## src/hw/bst_regs.svh

```systemverilog
// register map, field positions and timing counts of the backoff self-test block
`ifndef BST_REGS_SVH
`define BST_REGS_SVH
`define BST_OFF_CTRL 12'h000
`define BST_OFF_BASE 12'h004
`define BST_OFF_CMD 12'h008
`define BST_OFF_LINK 12'h00C
`define BST_OFF_NEXT 12'h010
`define BST_OFF_STAT 12'h014
`define BST_CTRL_GO 0
`define BST_CTRL_SUSP_EVT 1
`define BST_STAT_IDLE 0
`define BST_STAT_DONE 1
`define BST_STAT_PASS 4
`define BST_CMD_LAST 31
`define BST_CMD_SUSP 30
`define BST_CMD_IREQ 29
`define BST_CMD_OP_HI 18
`define BST_CMD_OP_LO 16
`define BST_CMD_C 15
`define BST_CMD_OK 13
`define BST_CMD_F 11
`define BST_OP_DIAG 3'h7
`define BST_SLOT_STOP 12'h7FF
`define BST_SLOT_END 12'h800
`define BST_P2_SLOT 4'h3
`define BST_P2_LIN 4'h6
`define BST_P2_EXP 4'h3
`define BST_P2_MET 4'h0
`define BST_P2_LIMIT 8'h40
`endif

```

## src/hw/bst_pkg.sv

```systemverilog
// types of the backoff self-test block
`default_nettype none
package bst_pkg;
    typedef enum logic [2:0] {
        BST_CU_IDLE = 3'h0,
        BST_CU_EXEC = 3'h1,
        BST_CU_WAIT = 3'h3,
        BST_CU_DONE = 3'h2,
        BST_CU_ACTIVE = 3'h6,
        BST_CU_SUSP = 3'h7
    } bst_cu_t;
    typedef enum logic [2:0] {
        BST_T_OFF = 3'h0,
        BST_T_P1_RUN = 3'h1,
        BST_T_P1_CHK = 3'h3,
        BST_T_P2_RUN = 3'h2,
        BST_T_END = 3'h6
    } bst_test_t;
    typedef struct packed {
        logic psel;
        logic penable;
        logic pwrite;
        logic [11:0] paddr;
        logic [31:0] pwdata;
    } bst_apb_req_t;
    typedef struct packed {
        logic pready;
        logic pslverr;
        logic [31:0] prdata;
    } bst_apb_rsp_t;
    typedef struct packed {
        bst_apb_rsp_t rsp;
        bst_cu_t cu;
        bst_test_t t;
        logic susp_evt_en;
        logic [31:0] base;
        logic [31:0] blk_cmd;
        logic [31:0] blk_link;
        logic [31:0] next_addr;
        logic [1:0] sticky;
        logic idle_event;
        logic done_event;
        logic [29:0] lfsr;
        logic [9:0] tmo;
        logic [11:0] slot;
        logic [3:0] coll;
        logic [9:0] bsr;
        logic chk_err;
        logic pass;
        logic [3:0] cfg_slot;
        logic [3:0] cfg_lin;
        logic [3:0] cfg_exp;
        logic [3:0] cfg_met;
        logic [3:0] wait_cnt;
        logic [7:0] iter;
    } bst_state_t;
endpackage : bst_pkg
`default_nettype wire

```

## src/hw/bst_top.sv

```systemverilog
// command unit diagnose handling and two-phase backoff self-test engine
//
// The register addresses and the APB register port were left to the implementer.
`include "bst_regs.svh"
`default_nettype none
// Operation
// - command field is bits 18:16; value 111 selects the self-test
// - last-block flag: go idle after the block, always raise idle event
// - suspend flag: go suspended, idle event only when enabled
// - interrupt-request flag raises block-done event; clear flag raises none
// - software clears completion; device sets it when finished
// - success flag set on error-free run; clear with completion means error
// - fail flag is 0 on pass, 1 on failure
// - pass gives C=1 OK=1 F=0; failure gives C=1 OK=0 F=1
// - next block address is base plus 32-bit link
// - start serial self-test, wait for its end before status
// - test runs phase one on counters, phase two on trigger logic
// - phase one starts with all counters and shifters reset together
// - shifter must be all ones when LFSR low 10 bits are ones
// - phase one stops as the 10-bit timeout counter wraps
// - at stop slot counter rolls to 800h, collision counter wraps
// - phase one passes only if low 10 bits of all counters are zero
// - phase two resets all and loads slot 3, lin 6, exp 3, method 0
// - phase two repeats emulated collisions while shifter MSB is 0
// - phase two returns pass when shifter MSB is set, else fail
module bst_top (
    // clock and reset
    input wire logic pclk,
    input wire logic presetn,
    // apb slave
    input wire bst_pkg::bst_apb_req_t apb_req,
    output var bst_pkg::bst_apb_rsp_t apb_rsp,
    // unit events and state
    output logic unit_idle_event,
    output logic block_done_event,
    output logic [2:0] cu_state
);
    import bst_pkg::*;

    bst_state_t st;
    bst_state_t next_st;
    logic acc;
    logic wr;
    logic diag;
    logic can_load;

    assign apb_rsp = st.rsp;
    assign unit_idle_event = st.idle_event;
    assign block_done_event = st.done_event;
    assign cu_state = st.cu;
    // one wait state: read data is latched on the same edge that raises pready so it comes from a flop
    assign acc = apb_req.psel && apb_req.penable;
    assign wr = acc && st.rsp.pready && apb_req.pwrite;
    assign diag = st.blk_cmd[`BST_CMD_OP_HI:`BST_CMD_OP_LO] == `BST_OP_DIAG;
    assign can_load = st.cu == BST_CU_IDLE || st.cu == BST_CU_ACTIVE || st.cu == BST_CU_SUSP;

    ////////////////////////////////////////////////////////////////////////
    always_comb begin
        logic [31:0] rd;
        logic bad;
        logic go;
        logic [3:0] tgt;
        rd = 32'h0;
        bad = 1'b0;
        go = 1'b0;
        tgt = 4'h0;
        next_st = st;
        next_st.idle_event = 1'b0;
        next_st.done_event = 1'b0;

        // bus: answer one cycle into the access phase
        next_st.rsp.pready = acc && !st.rsp.pready;
        case (apb_req.paddr)
            `BST_OFF_CTRL: begin
                rd = {30'h0, st.susp_evt_en, 1'b0};
            end
            `BST_OFF_BASE: begin
                rd = st.base;
            end
            `BST_OFF_CMD: begin
                rd = st.blk_cmd;
            end
            `BST_OFF_LINK: begin
                rd = st.blk_link;
            end
            `BST_OFF_NEXT: begin
                rd = st.next_addr;
            end
            `BST_OFF_STAT: begin
                rd = {21'h0, st.cu, 3'h0, st.pass, 2'h0, st.sticky};
            end
            default: begin
                bad = 1'b1;
            end
        endcase
        if (acc && !st.rsp.pready) begin
            next_st.rsp.prdata = apb_req.pwrite ? 32'h0 : rd;
            next_st.rsp.pslverr = bad;
        end
        if (wr) begin
            case (apb_req.paddr)
                `BST_OFF_CTRL: begin
                    next_st.susp_evt_en = apb_req.pwdata[`BST_CTRL_SUSP_EVT];
                    go = apb_req.pwdata[`BST_CTRL_GO] && can_load;
                end
                `BST_OFF_BASE: begin
                    next_st.base = apb_req.pwdata;
                end
                `BST_OFF_CMD: begin
                    // block words are frozen while the unit works on them
                    if (can_load) begin
                        next_st.blk_cmd = apb_req.pwdata;
                    end
                end
                `BST_OFF_LINK: begin
                    if (can_load) begin
                        next_st.blk_link = apb_req.pwdata;
                    end
                end
                `BST_OFF_STAT: begin
                    next_st.sticky = st.sticky & ~apb_req.pwdata[1:0];
                end
                default: begin
                end
            endcase
        end

        // command unit
        case (st.cu)
            BST_CU_IDLE, BST_CU_ACTIVE, BST_CU_SUSP: begin
                if (go) begin
                    next_st.cu = BST_CU_EXEC;
                end
            end
            BST_CU_EXEC: begin
                if (diag) begin
                    next_st.cu = BST_CU_WAIT;
                    next_st.t = BST_T_P1_RUN;
                    next_st.lfsr = 30'h0;
                    next_st.tmo = 10'h0;
                    next_st.slot = 12'h0;
                    next_st.coll = 4'h0;
                    next_st.bsr = 10'h0;
                    next_st.chk_err = 1'b0;
                    next_st.pass = 1'b0;
                end else begin
                    // other action commands are not handled: completed with error
                    next_st.cu = BST_CU_DONE;
                    next_st.blk_cmd[`BST_CMD_C] = 1'b1;
                    next_st.blk_cmd[`BST_CMD_OK] = 1'b0;
                    next_st.next_addr = st.base + st.blk_link;
                end
            end
            BST_CU_WAIT: begin
                if (st.t == BST_T_END) begin
                    next_st.cu = BST_CU_DONE;
                    next_st.t = BST_T_OFF;
                    next_st.blk_cmd[`BST_CMD_C] = 1'b1;
                    next_st.blk_cmd[`BST_CMD_OK] = st.pass;
                    next_st.blk_cmd[`BST_CMD_F] = !st.pass;
                    next_st.next_addr = st.base + st.blk_link;
                end
            end
            BST_CU_DONE: begin
                next_st.done_event = st.blk_cmd[`BST_CMD_IREQ];
                if (st.blk_cmd[`BST_CMD_LAST]) begin
                    next_st.cu = BST_CU_IDLE;
                    next_st.idle_event = 1'b1;
                end else if (st.blk_cmd[`BST_CMD_SUSP]) begin
                    next_st.cu = BST_CU_SUSP;
                    next_st.idle_event = st.susp_evt_en;
                end else begin
                    next_st.cu = BST_CU_ACTIVE;
                end
            end
            default: begin
                next_st.cu = BST_CU_IDLE;
            end
        endcase
        // set wins over a same-cycle clear
        if (next_st.idle_event) begin
            next_st.sticky[`BST_STAT_IDLE] = 1'b1;
        end
        if (next_st.done_event) begin
            next_st.sticky[`BST_STAT_DONE] = 1'b1;
        end

        ////////////////////////////////////////////////////////////////////
        // self-test engine
        case (st.t)
            BST_T_OFF: begin
            end
            BST_T_P1_RUN: begin
                next_st.lfsr = {st.lfsr[28:0], ~(st.lfsr[29] ^ st.lfsr[5] ^ st.lfsr[3] ^ st.lfsr[0])};
                next_st.tmo = st.tmo + 10'h1;
                next_st.slot = st.slot + 12'h1;
                next_st.coll = st.coll + 4'h1;
                next_st.bsr = {st.bsr[8:0], 1'b1};
                if (st.lfsr[9:0] == 10'h3FF && st.bsr != 10'h3FF) begin
                    next_st.chk_err = 1'b1;
                end
                if (st.slot == `BST_SLOT_STOP) begin
                    next_st.t = BST_T_P1_CHK;
                end
            end
            BST_T_P1_CHK: begin
                if (st.tmo == 10'h0 && st.slot[9:0] == 10'h0 && st.coll == 4'h0
                    && st.lfsr[29:0] != 30'h0 && !st.chk_err) begin
                    next_st.t = BST_T_P2_RUN;
                    next_st.lfsr = 30'h0;
                    next_st.tmo = 10'h0;
                    next_st.slot = 12'h0;
                    next_st.coll = 4'h0;
                    next_st.bsr = 10'h0;
                    next_st.wait_cnt = 4'h0;
                    next_st.iter = 8'h0;
                    next_st.cfg_slot = `BST_P2_SLOT;
                    next_st.cfg_lin = `BST_P2_LIN;
                    next_st.cfg_exp = `BST_P2_EXP;
                    next_st.cfg_met = `BST_P2_MET;
                end else begin
                    next_st.t = BST_T_END;
                    next_st.pass = 1'b0;
                end
            end
            BST_T_P2_RUN: begin
                // early collisions wait the extra linear priority slots
                tgt = (st.coll < st.cfg_exp) ? st.cfg_slot + st.cfg_lin : st.cfg_slot;
                next_st.wait_cnt = st.wait_cnt + 4'h1;
                if (st.bsr[9]) begin
                    next_st.t = BST_T_END;
                    next_st.pass = 1'b1;
                end else if (st.iter == `BST_P2_LIMIT) begin
                    next_st.t = BST_T_END;
                    next_st.pass = 1'b0;
                end else if (st.wait_cnt == tgt) begin
                    next_st.wait_cnt = 4'h0;
                    next_st.coll = st.coll + 4'h1;
                    next_st.iter = st.iter + 8'h1;
                    next_st.slot = st.slot + 12'h1;
                    next_st.lfsr = {st.lfsr[28:0], ~(st.lfsr[29] ^ st.lfsr[5] ^ st.lfsr[3] ^ st.lfsr[0])};
                    // method 0 widens the backoff mask one bit per collision
                    if (st.cfg_met == `BST_P2_MET) begin
                        next_st.bsr = {st.bsr[8:0], 1'b1};
                    end
                end
            end
            BST_T_END: begin
            end
            default: begin
                next_st.t = BST_T_OFF;
            end
        endcase
    end

    ////////////////////////////////////////////////////////////////////////
    always_ff @(posedge pclk or negedge presetn) begin
        if (!presetn) begin
            st <= '0;
        end else begin
            st <= next_st;
        end
    end
endmodule : bst_top
`default_nettype wire

```

## config.mk

```make
export PLATFORM = sky130hd
export DESIGN_NAME = bst_top
export DESIGN_NICKNAME = d
export VERILOG_FILES = /design/src/hw/bst_pkg.sv /design/src/hw/bst_top.sv
export VERILOG_INCLUDE_DIRS = /design/src /design/src/hw
export SDC_FILE = /design/constraint.sdc
export NUM_CORES = 1
export LEC_CHECK = 0
export ABC_CLOCK_PERIOD_IN_PS = 2400
export BUFFER_PORTS_ARGS = -buffer_cell sky130_fd_sc_hd__buf_4
export CAP_MARGIN = 5
export CORE_ASPECT_RATIO = 0.7
export CORE_UTILIZATION = 47
export DETAILED_ROUTE_END_ITERATION = 16
export PLACE_DENSITY = 0.67
export SYNTH_ARGS = -nofsm -noshare
export SYNTH_HDL_FRONTEND = slang
export SYNTH_SLANG_ARGS = --single-unit
```

## constraint.sdc

```tcl
create_clock -name pclk -period 2.4 [get_ports pclk]
set_clock_uncertainty 0.05 [all_clocks]
set_input_delay 0.12 -clock pclk [delete_from_list [all_inputs] [get_ports pclk]]
set_output_delay 0.12 -clock pclk [all_outputs]
set_load 0.02 [all_outputs]
```

==> impl_summary.log <==
[metrics] number of sinks driven by the clock tree: 254
[metrics] Critical Path Most Common Cell: nor2_1
[metrics] slowest cell on the critical path: dfrtp_1
[metrics] type of element capturing the critical path: register
[metrics] number of flops mapped to enable cells by yosys: 0
[metrics] violated checks: setup timing
[metrics] number of antenna violations at the first check in global routing: 1
[metrics] minimum setup slack in the final design: -262 ps
[metrics] Max Freq: 376 MHz
[metrics] Slowest Stage Delay on Critical Path: 390 ps
[metrics] pin count of the biggest net entering global routing: 72
[metrics] starting utilization of the core area: 0.480
[metrics] number of I/O port buffers: 87
[metrics] detailed placer's ending HPWL: 22000 um
[metrics] worst skew pair latency: 540 ps
[metrics] cell area after placement: 0.0146 mm^2
[metrics] most instantiated flip-flop cell in the synthesis netlist: dfrtp_1
[metrics] final setup vio count: 69
[metrics] final wirelength: 35700 um
[metrics] clock tree root buffer cell: clkbuf_16
[metrics] post-layout minimum cycle time: 2660 ps
[metrics] critical path data arrival time: 3050 ps
[metrics] Std-Cell Rows: 50
[metrics] result of the run: complete, but fails checks
[metrics] share of post-route cells with drive strength above 1: 0.356
[metrics] post-synthesis instance area: 0.0129 mm^2
[metrics] number of distinct standard cells referenced by the synthesized netlist: 73
[metrics] final hold viol count: 0
[metrics] Worst R2R Start: st[24]
[metrics] H-tree depth reported by CTS: 1
[metrics] RSZ-0062 raised after global routing: true
[metrics] flip-flop and latch count after synthesis: 254
[metrics] Routed Antenna Nets: 0
[metrics] async set-or-reset flop fraction in the synthesized netlist: 1.00
[metrics] Final period util: 1.11
[metrics] number of top-level pins: 88
[metrics] number of global-route vias before repair: 10.1k
[metrics] final design area excluding fillers: 0.0170 mm^2
[metrics] worst slack at placement: -279 ps
[metrics] Worst Setup Start Kind: register
[metrics] Final Instance Count excl. Fillers: 1816
[metrics] Layout Nets: 1528
[metrics] global-route total usage across every layer: 0.249
[metrics] number of buffers inserted during clock tree synthesis: 25
[metrics] flop2flop setup slack: -260 ps
[metrics] Worst-path clk slew: 60 ps
[metrics] total power per unit cell area: 518 mW/mm^2
[metrics] classification of the worst-slack hold path: in2async
[metrics] transition time of the tightest slew-check pin: 750 ps
[metrics] capturing point of the worst reg2reg path: st[66]
[metrics] Relative slew margins: 0.496
[metrics] sequential share of the synthesized area: 0.494
[metrics] data required time of the critical path: 2790 ps
[metrics] # placed instances: 1688
[metrics] max-cap violations: 0
[metrics] CTS tree: yes
[metrics] cell count after synthesis: 1208
[metrics] Critical Setup Path Class: reg2reg
[metrics] Core Box Area: 0.0268 mm^2
[metrics] Longest Clk Path Bufs: 3
[metrics] Syn. warnings: 0
[metrics] Final Core Density: 0.635
[metrics] Synth Net Count: 1299
[metrics] DRC errors left: 0
[metrics] First DRT Iteration DRCs: 1027
[metrics] Max IR drop VDD: 0.407 mV
[metrics] cell-by-cell trace of the critical path: inv_2, ha_4, a2111oi_4, mux2i_1, o2111ai_2, or3_4, buf_6, and2_4, nor2_1, nor2_1, a21oi_1
[metrics] highest fanout seen on the critical path: 8
[metrics] die height: 140 um
[metrics] total of fill cells in the finished design: 2057
[metrics] pins over their slew limit: 0
[metrics] R2R depth: 11
[metrics] area growth from synthesis to layout: 32.4%
[metrics] final estimated routing congestion in global placement: 0.875
[metrics] area enclosed by the die boundary: 0.0281 mm^2
[metrics] worst hold slack across all endpoints: 89.8 ps
[metrics] count of vias placed by the detailed router: 10.6k
[metrics] routed via count divided by cell count: 5.86
[metrics] cell leakage power: 8.25 nW
[metrics] final global-route overflow total: 0
[metrics] DRT Pass-1 Iters: 6
[metrics] wire per inst: 19.7 um
[metrics] DIE WIDTH: 200 um
[metrics] global-route wire length before repair: 55300 um
[metrics] mean cell area of the mapped netlist: 10.7 um^2
## repair_timing
item | CTS | global route
buffers inserted | 17 | 24
hold buffers | 38 | 0
endpoints found under the hold margin | 177 | 0
pin swaps | 35 | 80
gates resized for setup | 80 | 119
setup endpoints to repair | 88 | 93
cloned | 6 | 7
## worst max-delay path by stage
stage	end	startpoint	slack [ps]
4_1_cts	st[130]	st[141]	-160
3_3_place_gp	st[130]	st[149]	-210
2_1_floorplan	st[66]	st[24]	-110
3_5_place_dp	st[47]	st[24]	-280
5_1_grt	st[66]	st[24]	-370
6_report	st[66]	st[24]	-260
## cells in the final DEF (no fill, tap or decap), types with 18 or more instances in the layout
master | netlist | final
dfrtp_1 | 254 | 254
inv_1 | 27 | 23
ha_1 | 41 | 23
clkbuf_16 | 0 | 31
xor2_1 | 19 | 18
buf_4 | 44 | 210
a21oi_1 | 42 | 28
a22o_1 | 72 | 72
buf_6 | 1 | 20
dlygate4sd3_1 | 0 | 38
a222oi_1 | 31 | 31
nand3_1 | 23 | 18
nor2_1 | 54 | 42
o21ai_0 | 92 | 40
mux2_2 | 97 | 97
o21ai_1 | 7 | 44
nand2_1 | 151 | 145
## worst max-delay path, delay by kind of cell, from the launching register on
kind | cells | cell delay (ps)
AND/OR/NAND/NOR | 4 | 810
AO/OA/AOI/OAI | 3 | 640
buffers and inverters | 2 | 210
multiplexers | 1 | 260
adder cells (fa/ha/maj) | 1 | 210
flip-flops | 1 | 390
## metal layers
layer / vias up / part of all wire / track usage / routed length, um
met4: 0 / 0.016 / 0.0538 / 586
met2: 391 / 0.43 / 0.349 / 15300
met5: - / 0 / 0 / 0
met3: 39 / 0.070 / 0.0486 / 2500
met1: 5322 / 0.49 / 0.391 / 17300
li1: 4892 / - / - / -
## Yosys cell counts, types with 13 or more instances
master | n | area (um^2)
a21o_1 | 13 | 97.6
a21oi_1 | 42 | 210
a222oi_1 | 31 | 310
a22o_1 | 72 | 631
and3_1 | 14 | 87.6
buf_2 | 19 | 95.1
buf_4 | 44 | 330
clkbuf_1 | 30 | 113
dfrtp_1 | 254 | 6360
ha_1 | 41 | 513
inv_1 | 27 | 101
mux2_2 | 97 | 1090
nand2_1 | 151 | 567
nand3_1 | 23 | 115
nand4_1 | 16 | 100
nor2_1 | 54 | 203
nor4_1 | 14 | 87.6
o21ai_0 | 92 | 460
xnor2_1 | 17 | 149
xor2_1 | 19 | 166
## where the power goes
group          switching, W  internal (W)
Sequential        0.0000368       0.00432
Clock               0.00165       0.00208
Combinational      0.000479      0.000267
Total               0.00217       0.00667
## flip-flops by register name (all words and copies together) (netlist names)
signal	cells
st	215
unit_idle_event	1
block_done_event	1
cu_state	3
apb_rsp	34
## metrics by stage
step	TNS (ps)	total power [W]
floorplan	-974	0.00477
global placement	-9270	0.00512
detailed placement	-11970	0.00513
CTS	-7420	0.00890
global route	-16660	0.00916
finish	-9050	0.00884
## cell type report
class                           instances  area, um^2  share of cell area
Antenna cell                            1        2.50            0.000147
Clock buffer                           36         727              0.0427
Clock inverter                          5        25.0             0.00147
Inverter                               27         104             0.00609
Multi-Input combinational cell        830        6550               0.384
Sequential cell                       254        6360               0.373
Tap cell                              364         455              0.0267
Timing Repair Buffer                  299        2820               0.165
## cell families (layout without fill, tap and decap cells)
logic type,count (synthesis),after routing,synth area share
AOI/OAI and AO/OA,327,327,0.184
muxes,100,100,0.0872
adders and majority gates,42,42,0.0414
xor gates and xnor gates,36,36,0.0245
DFF,254,254,0.494
buffers and inverters,125,367,0.0517
and+or+nand+nor,324,325,0.118
other,0,1,0
Note: power is estimated with default switching activity, not from simulation.
